--- src/core/crx_defs.svh ---
`ifndef CRX_DEFS_SVH
`define CRX_DEFS_SVH

// Instruction field positions
`define CRX_F3_HI 15
`define CRX_F3_LO 13
`define CRX_OFS_HI 12
`define CRX_OFS_LO 10
`define CRX_RS1_HI 9
`define CRX_RS1_LO 7
`define CRX_B6 6
`define CRX_B5 5
`define CRX_RD_HI 4
`define CRX_RD_LO 2
`define CRX_QUAD 2'b00

// Funct3 encodings
`define CRX_F3_FLD_LQ 3'h1
`define CRX_F3_LW 3'h2
`define CRX_F3_FLW_LD 3'h3
`define CRX_F3_FSD_SQ 3'h5
`define CRX_F3_SW 3'h6
`define CRX_F3_FSW_SD 3'h7

// Compact register base
`define CRX_REG_BASE 5'h08

// Base widths
`define CRX_XLEN32 2'h0
`define CRX_XLEN64 2'h1
`define CRX_XLEN128 2'h2

`endif

--- src/core/crx_pkg.sv ---
package crx_pkg;
  typedef enum logic [2:0] {
    CRX_SZ_W = 3'h2,
    CRX_SZ_D = 3'h3,
    CRX_SZ_Q = 3'h4
  } crx_size_t;

  typedef enum logic [1:0] {
    CRX_ST_IDLE = 2'h0,
    CRX_ST_VALID = 2'h1
  } crx_state_t;

  typedef struct packed {
    crx_state_t st;
    logic is_store;
    logic is_fp;
    logic illegal;
    crx_size_t size;
    logic [4:0] rd;
    logic [4:0] rs1;
    logic [8:0] ofs;
  } crx_state_rec_t;

  typedef struct packed {
    logic [4:0] idx;
  } crx_regmap_t;
endpackage

--- src/core/crx_reg_map.sv ---
`timescale 1ns/10ps
`include "crx_defs.svh"
// Compact register field to full register index
module crx_reg_map
  import crx_pkg::*;
(
  input wire logic [2:0] field,
  output logic [4:0] idx
);
  // Add eight to the field
  assign idx = `CRX_REG_BASE | {2'h0, field};
endmodule

--- src/core/crx_ofs_unscramble.sv ---
`timescale 1ns/10ps
`include "crx_defs.svh"
// Rebuilds the zero-extended byte offset
module crx_ofs_unscramble
  import crx_pkg::*;
(
  input wire logic [15:0] instr,
  input wire logic [2:0] size,
  output logic [8:0] ofs
);
  always_comb begin
    ofs = 9'h000;
    case (size)
      3'h2: begin
        ofs[5:3] = instr[`CRX_OFS_HI:`CRX_OFS_LO];
        ofs[2] = instr[`CRX_B6];
        ofs[6] = instr[`CRX_B5];
      end
      3'h3: begin
        ofs[5:3] = instr[`CRX_OFS_HI:`CRX_OFS_LO];
        ofs[7:6] = instr[`CRX_B6:`CRX_B5];
      end
      3'h4: begin
        ofs[5:4] = instr[12:11];
        ofs[8] = instr[10];
        ofs[7:6] = instr[`CRX_B6:`CRX_B5];
      end
      default: begin
        ofs = 9'h000;
      end
    endcase
  end
endmodule

--- src/core/crx_expander.sv ---
`timescale 1ns/10ps
`include "crx_defs.svh"
// Overview of operation
// - Loads are decoded from funct3 15:13, offset 12:10 and 6:5, base 9:7, destination 4:2, quadrant 00.
// - Stores use the same layout with bits 4:2 naming the compact source register.
// - Word load reads 32 bits at base plus zero-extended offset times 4.
// - Doubleword load exists only on 64/128-bit bases and uses offset times 8.
// - Quadword load exists only on the 128-bit base and uses offset times 16.
// - Single float load exists on 32-bit base with F and uses offset times 4.
// - Double float load exists on 32/64-bit base with D and uses offset times 8.
// - Word store writes 32 bits at base plus offset times 4.
// - Doubleword store exists only on 64/128-bit bases with offset times 8.
// - Quadword store exists only on the 128-bit base with offset times 16.
// - Single float store exists on 32-bit base with F, offset times 4.
// - Double float store exists on 32/64-bit base with D, offset times 8.
module crx_expander
  import crx_pkg::*;
(
  input wire logic clk,
  input wire logic rst_b,
  input wire logic in_valid,
  input wire logic [15:0] in_instr,
  input wire logic [1:0] xlen_sel,
  input wire logic has_f,
  input wire logic has_d,
  output logic out_valid,
  output logic out_is_store,
  output logic out_is_fp,
  output logic out_illegal,
  output logic [2:0] out_size,
  output logic [4:0] out_rd,
  output logic [4:0] out_rs1,
  output logic [8:0] out_ofs
);

  // ****************************************
  // Field decode
  // ****************************************
  logic [2:0] f3;
  logic quad_ok;
  logic [4:0] rs1_idx;
  logic [4:0] rd_idx;
  logic [8:0] ofs_w;
  logic dec_store;
  logic dec_fp;
  logic dec_ok;
  crx_size_t dec_size;
  crx_state_rec_t cur_ff;
  crx_state_rec_t nxt_cur;

  assign f3 = in_instr[`CRX_F3_HI:`CRX_F3_LO];
  assign quad_ok = in_instr[1:0] == `CRX_QUAD;

  crx_reg_map u_map_rs1 (
    .field(in_instr[`CRX_RS1_HI:`CRX_RS1_LO]),
    .idx(rs1_idx)
  );

  // bits 4:2 as dest or source
  crx_reg_map u_map_rd (
    .field(in_instr[`CRX_RD_HI:`CRX_RD_LO]),
    .idx(rd_idx)
  );

  crx_ofs_unscramble u_ofs (
    .instr(in_instr),
    .size(dec_size),
    .ofs(ofs_w)
  );

  // ****************************************
  // Operation select
  // ****************************************
  always_comb begin
    dec_store = 1'b0;
    dec_fp = 1'b0;
    dec_ok = 1'b0;
    dec_size = CRX_SZ_W;
    case (f3)
      `CRX_F3_LW, `CRX_F3_SW: begin
        dec_store = f3 == `CRX_F3_SW;
        dec_ok = 1'b1;
      end
      `CRX_F3_FLD_LQ, `CRX_F3_FSD_SQ: begin
        dec_store = f3 == `CRX_F3_FSD_SQ;
        if (xlen_sel == `CRX_XLEN128) begin
          dec_size = CRX_SZ_Q;
          dec_ok = 1'b1;
        end else begin
          dec_size = CRX_SZ_D;
          dec_fp = 1'b1;
          dec_ok = has_d;
        end
      end
      `CRX_F3_FLW_LD, `CRX_F3_FSW_SD: begin
        dec_store = f3 == `CRX_F3_FSW_SD;
        if (xlen_sel == `CRX_XLEN32) begin
          dec_fp = 1'b1;
          dec_ok = has_f;
        end else begin
          dec_size = CRX_SZ_D;
          dec_ok = 1'b1;
        end
      end
      default: begin
        dec_ok = 1'b0;
      end
    endcase
  end

  // ****************************************
  // Output register
  // ****************************************
  // Capture decode on each accepted request
  always_comb begin
    nxt_cur = cur_ff;
    nxt_cur.st = in_valid ? CRX_ST_VALID : CRX_ST_IDLE;
    if (in_valid) begin
      nxt_cur.is_store = dec_store;
      nxt_cur.is_fp = dec_fp;
      nxt_cur.illegal = !(dec_ok && quad_ok);
      nxt_cur.size = dec_size;
      nxt_cur.rd = rd_idx;
      nxt_cur.rs1 = rs1_idx;
      nxt_cur.ofs = ofs_w;
    end
  end

  // State register, async reset
  always_ff @(posedge clk or negedge rst_b) begin
    if (!rst_b) begin
      cur_ff <= '{st: CRX_ST_IDLE, is_store: 1'b0, is_fp: 1'b0, illegal: 1'b0,
                  size: CRX_SZ_W, rd: 5'h00, rs1: 5'h00, ofs: 9'h000};
    end else begin
      cur_ff <= nxt_cur;
    end
  end

  // Outputs straight from the state register
  assign out_valid = cur_ff.st == CRX_ST_VALID;
  assign out_is_store = cur_ff.is_store;
  assign out_is_fp = cur_ff.is_fp;
  assign out_illegal = cur_ff.illegal;
  assign out_size = cur_ff.size;
  assign out_rd = cur_ff.rd;
  assign out_rs1 = cur_ff.rs1;
  assign out_ofs = cur_ff.ofs;

  // ****************************************
  // Checks
  // ****************************************
  regmap_range_a: assert property (@(posedge clk) disable iff (!rst_b)
    out_valid |-> out_rd[4:3] == 2'h1 && out_rs1[4:3] == 2'h1)
    else $error("compact register outside 8..15");
  word_scale_a: assert property (@(posedge clk) disable iff (!rst_b)
    out_valid && out_size == 3'h2 |-> out_ofs[1:0] == 2'h0 && out_ofs[8:7] == 2'h0)
    else $error("word offset not scaled by 4");
  dword_scale_a: assert property (@(posedge clk) disable iff (!rst_b)
    out_valid && out_size == 3'h3 |-> out_ofs[2:0] == 3'h0 && !out_ofs[8])
    else $error("doubleword offset not scaled by 8");
  qword_scale_a: assert property (@(posedge clk) disable iff (!rst_b)
    out_valid && out_size == 3'h4 |-> out_ofs[3:0] == 4'h0)
    else $error("quadword offset not scaled by 16");
  quad_only_a: assert property (@(posedge clk) disable iff (!rst_b)
    out_valid && out_size == 3'h4 |-> $past(xlen_sel) == `CRX_XLEN128)
    else $error("quadword outside 128-bit base");
  store_f3_a: assert property (@(posedge clk) disable iff (!rst_b)
    in_valid && in_instr[14:13] != 2'h0 |=> out_is_store == $past(in_instr[15]))
    else $error("store flag does not follow funct3");
  fp_base_a: assert property (@(posedge clk) disable iff (!rst_b)
    in_valid && xlen_sel == `CRX_XLEN32 && in_instr[14:13] == 2'h3 |=> out_is_fp && out_size == 3'h2)
    else $error("single float not decoded on 32-bit base");
  dfp_base_a: assert property (@(posedge clk) disable iff (!rst_b)
    in_valid && xlen_sel != `CRX_XLEN128 && in_instr[14:13] == 2'h1 |=> out_is_fp && out_size == 3'h3)
    else $error("double float not decoded");
  word_map_a: assert property (@(posedge clk) disable iff (!rst_b)
    in_valid && in_instr[14:13] == 2'h2 |=> out_ofs[6] == $past(in_instr[5]) && out_ofs[2] == $past(in_instr[6]))
    else $error("word offset bits misplaced");
  quadrant_a: assert property (@(posedge clk) disable iff (!rst_b)
    in_valid && in_instr[1:0] != 2'h0 |=> out_illegal)
    else $error("wrong quadrant accepted");

  // ****************************************
  // Request to result checks
  // ****************************************
  // One result per accepted request
  valid_follow_a: assert property (@(posedge clk) disable iff (!rst_b)
    in_valid |=> out_valid)
    else $error("accepted request gave no result");
  // No result without a request
  valid_idle_a: assert property (@(posedge clk) disable iff (!rst_b)
    !in_valid |=> !out_valid)
    else $error("result without request");
  // Fields hold between requests
  field_hold_a: assert property (@(posedge clk) disable iff (!rst_b)
    !in_valid |=> $stable(out_ofs) && $stable(out_rd) && $stable(out_rs1) && $stable(out_size))
    else $error("result fields moved while idle");

  // ****************************************
  // Register field checks
  // ****************************************
  // Base register is eight plus field
  base_map_a: assert property (@(posedge clk) disable iff (!rst_b)
    in_valid |=> out_rs1 == {2'h1, $past(in_instr[`CRX_RS1_HI:`CRX_RS1_LO])})
    else $error("base register mapped wrongly");
  // Data register is eight plus field
  data_map_a: assert property (@(posedge clk) disable iff (!rst_b)
    in_valid |=> out_rd == {2'h1, $past(in_instr[`CRX_RD_HI:`CRX_RD_LO])})
    else $error("data register mapped wrongly");
  // Stores name their source in bits 4:2
  store_src_a: assert property (@(posedge clk) disable iff (!rst_b)
    in_valid && in_instr[15] && in_instr[14:13] != 2'h0 |=> out_is_store && out_rd[2:0] == $past(in_instr[4:2]))
    else $error("store source field misplaced");
  // Loads never flagged as stores
  load_dir_a: assert property (@(posedge clk) disable iff (!rst_b)
    in_valid && !in_instr[15] |=> !out_is_store)
    else $error("load decoded as store");

  // ****************************************
  // Operation checks
  // ****************************************
  // Word load, integer and legal
  word_load_a: assert property (@(posedge clk) disable iff (!rst_b)
    in_valid && in_instr[15:13] == `CRX_F3_LW && in_instr[1:0] == `CRX_QUAD
    |=> !out_illegal && !out_is_fp && !out_is_store && out_size == 3'h2)
    else $error("word load decoded wrongly");
  // Word store, integer and legal
  word_store_a: assert property (@(posedge clk) disable iff (!rst_b)
    in_valid && in_instr[15:13] == `CRX_F3_SW && in_instr[1:0] == `CRX_QUAD
    |=> !out_illegal && !out_is_fp && out_is_store && out_size == 3'h2)
    else $error("word store decoded wrongly");
  // Doubleword load on wide bases
  dword_load_a: assert property (@(posedge clk) disable iff (!rst_b)
    in_valid && in_instr[15:13] == `CRX_F3_FLW_LD && in_instr[1:0] == `CRX_QUAD && xlen_sel != `CRX_XLEN32
    |=> !out_illegal && !out_is_fp && !out_is_store && out_size == 3'h3)
    else $error("doubleword load decoded wrongly");
  // Doubleword store on wide bases
  dword_store_a: assert property (@(posedge clk) disable iff (!rst_b)
    in_valid && in_instr[15:13] == `CRX_F3_FSW_SD && in_instr[1:0] == `CRX_QUAD && xlen_sel != `CRX_XLEN32
    |=> !out_illegal && !out_is_fp && out_is_store && out_size == 3'h3)
    else $error("doubleword store decoded wrongly");
  // Quadword load on 128-bit base
  qword_load_a: assert property (@(posedge clk) disable iff (!rst_b)
    in_valid && in_instr[15:13] == `CRX_F3_FLD_LQ && in_instr[1:0] == `CRX_QUAD && xlen_sel == `CRX_XLEN128
    |=> !out_illegal && !out_is_fp && !out_is_store && out_size == 3'h4)
    else $error("quadword load decoded wrongly");
  // Quadword store on 128-bit base
  qword_store_a: assert property (@(posedge clk) disable iff (!rst_b)
    in_valid && in_instr[15:13] == `CRX_F3_FSD_SQ && in_instr[1:0] == `CRX_QUAD && xlen_sel == `CRX_XLEN128
    |=> !out_illegal && !out_is_fp && out_is_store && out_size == 3'h4)
    else $error("quadword store decoded wrongly");
  // Single float load gated by F
  sfp_load_a: assert property (@(posedge clk) disable iff (!rst_b)
    in_valid && in_instr[15:13] == `CRX_F3_FLW_LD && in_instr[1:0] == `CRX_QUAD && xlen_sel == `CRX_XLEN32
    |=> out_is_fp && !out_is_store && out_illegal == !$past(has_f))
    else $error("single float load decoded wrongly");
  // Single float store gated by F
  sfp_store_a: assert property (@(posedge clk) disable iff (!rst_b)
    in_valid && in_instr[15:13] == `CRX_F3_FSW_SD && in_instr[1:0] == `CRX_QUAD && xlen_sel == `CRX_XLEN32
    |=> out_is_fp && out_is_store && out_illegal == !$past(has_f))
    else $error("single float store decoded wrongly");
  // Double float load gated by D
  dfp_load_a: assert property (@(posedge clk) disable iff (!rst_b)
    in_valid && in_instr[15:13] == `CRX_F3_FLD_LQ && in_instr[1:0] == `CRX_QUAD && xlen_sel != `CRX_XLEN128
    |=> out_is_fp && !out_is_store && out_illegal == !$past(has_d))
    else $error("double float load decoded wrongly");
  // Double float store gated by D
  dfp_store_a: assert property (@(posedge clk) disable iff (!rst_b)
    in_valid && in_instr[15:13] == `CRX_F3_FSD_SQ && in_instr[1:0] == `CRX_QUAD && xlen_sel != `CRX_XLEN128
    |=> out_is_fp && out_is_store && out_illegal == !$past(has_d))
    else $error("double float store decoded wrongly");
  // Funct3 000 and 100 are not ours
  no_op_a: assert property (@(posedge clk) disable iff (!rst_b)
    in_valid && in_instr[14:13] == 2'h0 |=> out_illegal)
    else $error("non load/store funct3 accepted");

  // ****************************************
  // Offset checks
  // ****************************************
  // Word offset upper bits
  word_hi_a: assert property (@(posedge clk) disable iff (!rst_b)
    in_valid && in_instr[14:13] == 2'h2 |=> out_ofs[5:3] == $past(in_instr[12:10]))
    else $error("word offset bits 5:3 misplaced");
  // Doubleword offset bits
  dword_map_a: assert property (@(posedge clk) disable iff (!rst_b)
    in_valid && in_instr[14:13] == 2'h3 && xlen_sel != `CRX_XLEN32 |=> out_ofs[7:6] == $past(in_instr[6:5])
      && out_ofs[5:3] == $past(in_instr[12:10]))
    else $error("doubleword offset bits misplaced");
  // Double float offset bits
  dfp_map_a: assert property (@(posedge clk) disable iff (!rst_b)
    in_valid && in_instr[14:13] == 2'h1 && xlen_sel != `CRX_XLEN128 |=> out_ofs[7:6] == $past(in_instr[6:5])
      && out_ofs[5:3] == $past(in_instr[12:10]))
    else $error("double float offset bits misplaced");
  // Quadword offset bits
  qword_map_a: assert property (@(posedge clk) disable iff (!rst_b)
    in_valid && in_instr[14:13] == 2'h1 && xlen_sel == `CRX_XLEN128 |=> out_ofs[8] == $past(in_instr[10])
      && out_ofs[7:6] == $past(in_instr[6:5]) && out_ofs[5:4] == $past(in_instr[12:11]))
    else $error("quadword offset bits misplaced");
  // Float forms never quadword
  fp_size_a: assert property (@(posedge clk) disable iff (!rst_b)
    out_valid && out_is_fp |-> out_size != 3'h4)
    else $error("float access with quadword size");
endmodule

--- config.mk ---
export PLATFORM = sky130hd
export DESIGN_NAME = crx_expander
export DESIGN_NICKNAME = d
export VERILOG_FILES = /design/src/core/crx_pkg.sv /design/src/core/crx_reg_map.sv /design/src/core/crx_ofs_unscramble.sv /design/src/core/crx_expander.sv
export VERILOG_INCLUDE_DIRS = /design/src /design/src/core
export SDC_FILE = /design/constraint.sdc
export NUM_CORES = 1
export LEC_CHECK = 0
export ABC_AREA = 1
export BUFFER_PORTS_ARGS = -buffer_cell sky130_fd_sc_hd__buf_2
export CORE_MARGIN = 2
export CORE_UTILIZATION = 43
export DETAILED_ROUTE_END_ITERATION = 6
export GPL_TIMING_DRIVEN = 1
export PLACE_DENSITY = 0.77
export RECOVER_POWER = 100
export SYNTH_ARGS = -nofsm -noshare
export SYNTH_HDL_FRONTEND = slang
export SYNTH_SLANG_ARGS = --single-unit
--- constraint.sdc ---
create_clock -name clk -period 1 [get_ports clk]
set_input_delay 0.1 -clock clk [delete_from_list [all_inputs] [get_ports clk]]
set_output_delay 0.1 -clock clk [all_outputs]
set_load 0.03 [all_outputs]
==> metrics.md <==
| Metric | Value |
|---|---|
| Run status | `complete, but fails checks` |
| Failing checks | `setup timing` |
| Vias post-DR | `932` |
| Flops & latches, synth | `21` |
| Die area | `2500 um2` |
| Worst Setup Start Kind | `flop` |
| RR Startpoint | `out_is_fp$_DFFE_PN0P_` |
| Largest net degree at the start of global routing | `22` |
| Reg-to-reg endpoint | `out_is_fp$_DFFE_PN0P_` |
| Final worst slack | `-0.0699 ns` |
| Clock tree buffer depth | `2` |
| Fin. Hold Viols | `0` |
| Initial core utilization | `46.0%` |
| Initial DRT Pass Iterations | `4` |
| Least-Margin Pin Slew | `0.502 ns` |
| Final Util | `73.1%` |
| Initial antenna violation count | `0` |
| Worst-skew pair later-pin latency | `0.29 ns` |
| Hold wc startpoint | `in_instr[8]` |
| Share of power burned in registers | `49.8%` |
| Placed cells | `174` |
| Post-synthesis cell area | `911 um2` |
| Vias in the first global route | `808` |
| Critical path arrival | `0.97 ns` |
| DR iter-0 viols | `9` |
| Fin nets | `197` |
| CTS H-Tree Depth | `1` |
| WL per Instance | `12.1 um` |
| Sw frac | `31.5%` |
| Std cell rows | `16` |
| Netlist cell types | `21` |
| Switching power | `0.000607 W` |
| Crit Path Max Fanout | `2` |
| Worst path max stage delay | `0.55 ns` |
| Post-DR vias/cell | `4.66` |
| Buf+Inv Stages, Crit Path | `1` |
| Max Cap Viol | `0` |
| Crit path cell chain | `buf_6` |
| Synthesized instance count | `106` |
| R2R depth | `4` |
| Clock Power Share | `20.7%` |
| Hold WC Path Type | `in2reg` |
| Yosys warnings | `0` |
| Slew headroom | `66.5%` |
| CP Capture Type | `output port` |
| GRT overflow | `0` |
| Tot GR Track Use | `18.8%` |
| Clock slew at reported path FFs | `0.12 ns` |
| Worst Path Required | `0.90 ns` |
| Die X | `50.0 um` |
| Hold Crit Endpoint | `out_rs1[1]$_DFFE_PN0P_` |
| Crit path max-delay cell type | `dfstp_2` |
| CTS tree | `yes` |
| Core box area | `1980 um2` |
| Area after DPL | `1130 um2` |
| Final period util | `107%` |
| Global-route wire length before repair | `3.64 mm` |
| # clock sinks | `21` |
| DPL Wire Length | `1.46 mm` |
| Post-DRT Antenna Nets | `0` |
| Routability cong. | `0.865` |
| Layout cells sized above 1 | `42.2%` |
| PD cells | `1330 nW/um2` |
| Min Tclk post-route | `1.07 ns` |
| Total CTS buffers | `3` |
| I/O Pins | `49` |
| Combinational power share | `29.5%` |
| Port-buffer cells | `44` |
| Final setup fails | `1` |
| Peak Freq | `935 MHz` |
| Max-slew violation count | `0` |
| Final instance area | `1450 um2` |
| Syn-to-layout area delta | `59.1%` |
| Post-route DRC violation count | `0` |
| Worst path depth | `1` |
| Hold Path Depth | `3` |
| Synth Area per Inst | `8.59 um2` |
| WS Path Type | `reg2out` |
| Sequential cell area fraction in the yosys report | `57.8%` |
| Crit-path leading delay family | `flip-flops` |
| Die height | `50.0 um` |
| # fillers | `158` |
| Leakage Power | `0.802 nW` |
| Ant. Diodes | `0` |
| Unrepaired setup endpoints after global routing | `yes` |
| Max VDD drop | `0.791 mV` |
| Int Pwr | `0.00132 W` |
| Skew final | `0 ns` |
| Worst R2R Setup Slack | `0.10 ns` |
| Final Non-Filler Cells | `200` |
| Root Buffer | `clkbuf_4` |
| Post-Route WL | `2.41 mm` |
==> layout make-up <==
class / instances / area (um2) / area share [%]
Sequential cell: 21 / 527 / 36.4
Timing Repair Buffer: 68 / 524 / 36.2
Clock inverter: 1 / 5.00 / 0.345
Inverter: 6 / 22.5 / 1.55
Multi-Input combinational cell: 74 / 314 / 21.7
Tap cell: 27 / 33.8 / 2.33
Clock buffer: 3 / 22.5 / 1.55
==> worst max-delay path by stage <==
stage                            start                 endpoint  slack (ns)
3_3_place_gp   out_size[1]$_DFFE_PN1P_              out_size[1]        0.21
6_report       out_size[1]$_DFFE_PN1P_              out_size[1]       -0.07
2_1_floorplan   out_rs1[3]$_DFFE_PN0P_   out_rs1[3]$_DFFE_PN0P_         0.1
3_5_place_dp                  in_valid  out_illegal$_DFFE_PN0P_        0.19
4_1_cts        out_size[1]$_DFFE_PN1P_              out_size[1]       -0.08
5_1_grt        out_size[1]$_DFFE_PN1P_              out_size[1]       -0.12
==> cells by family after synthesis <==
group,Yosys count,share of synthesized area [%]
simple gates,61,26.9
flops,21,57.8
buf+inv,14,8.93
compound gates,9,5.91
other cells,1,0.412
==> cell usage after synthesis, drive strengths merged <==
library cell	n	area, um2
buf	8	58.8
dfstp	1	26.3
inv	6	22.5
o21ai	5	28.8
conb	1	3.75
nor2	7	31.3
a31oi	2	12.5
nand3	2	10.0
nor3	1	5.00
dfrtp	20	500
o21a	1	7.51
a21oi	1	5.00
or2	1	6.26
nand2	50	193
==> through the flow <==
| stage | setup WS (ns) | hold WS, ns | TNS (ns) | power (W) |
|---|---|---|---|---|
| final | -0.0699 | 0.00354 | -0.0699 | 0.00193 |
| after global routing | -0.121 | -0.000279 | -0.318 | 0.00204 |
| after CTS | -0.0843 | 0.00146 | -0.0843 | 0.00179 |
| after detailed placement | 0.186 | 0.0818 | 0 | 0.00137 |
| after global placement | 0.214 | 0.0746 | 0 | 0.00136 |
| after floorplan | 0.0955 | -0.196 | 0 | 0.00122 |
==> what timing repair did <==
| item | CTS | global route |
|---|---|---|
| gates resized for setup | 6 | 44 |
| hold buffers | 7 | 0 |
| setup buffers | 0 | 15 |
| endpoints found under the hold margin | 26 | 0 |
| endpoints found under the setup margin | 3 | 20 |
==> state kept, by name (all words and copies together) (netlist names) <==
name / flops
out_is_fp: 1
out_rs1: 4
out_rd: 3
out_illegal: 1
out_is_store: 1
out_ofs: 7
cur_ff: 1
out_size: 3
==> per-layer routing <==
layer | wire, um | vias up | share of wire (%) | GRT usage, %
li1 | - | 447 | - | -
met1 | 878 | 432 | 36 | 23.0
met2 | 1300 | 43 | 54 | 33.1
met3 | 122 | 10 | 5.1 | 1.82
met4 | 108 | 0 | 4.5 | 8.33
met5 | 0 | - | 0 | 0
==> power by group through the flow <==
stage,Clock (W),Sequential (W),Combinational (W)
2_1_floorplan,0,0.00109,0.000132
3_3_place_gp,0,0.000961,0.000400
3_5_place_dp,0,0.000961,0.000408
4_1_cts,0.000410,0.000946,0.000431
5_1_grt,0.000469,0.000966,0.000608
6_report,0.000398,0.000959,0.000568
==> layout by cell type, fill, tap and decap left out, types with 2 or more instances in the layout <==
| cell type | netlist | layout |
|---|---|---|
| dlygate4sd3_1 | 0 | 7 |
| buf_2 | 2 | 23 |
| nor2_1 | 5 | 5 |
| clkbuf_4 | 0 | 5 |
| conb_1 | 1 | 4 |
| nand2_1 | 48 | 48 |
| buf_4 | 5 | 18 |
| nand2_2 | 2 | 2 |
| nor2_2 | 2 | 2 |
| nand3_1 | 2 | 2 |
| o21ai_0 | 3 | 4 |
| dfrtp_1 | 20 | 20 |
| a31oi_1 | 2 | 2 |
| inv_2 | 3 | 2 |
| buf_6 | 1 | 16 |
| inv_1 | 3 | 4 |
Power figures use the tool's default switching activity.
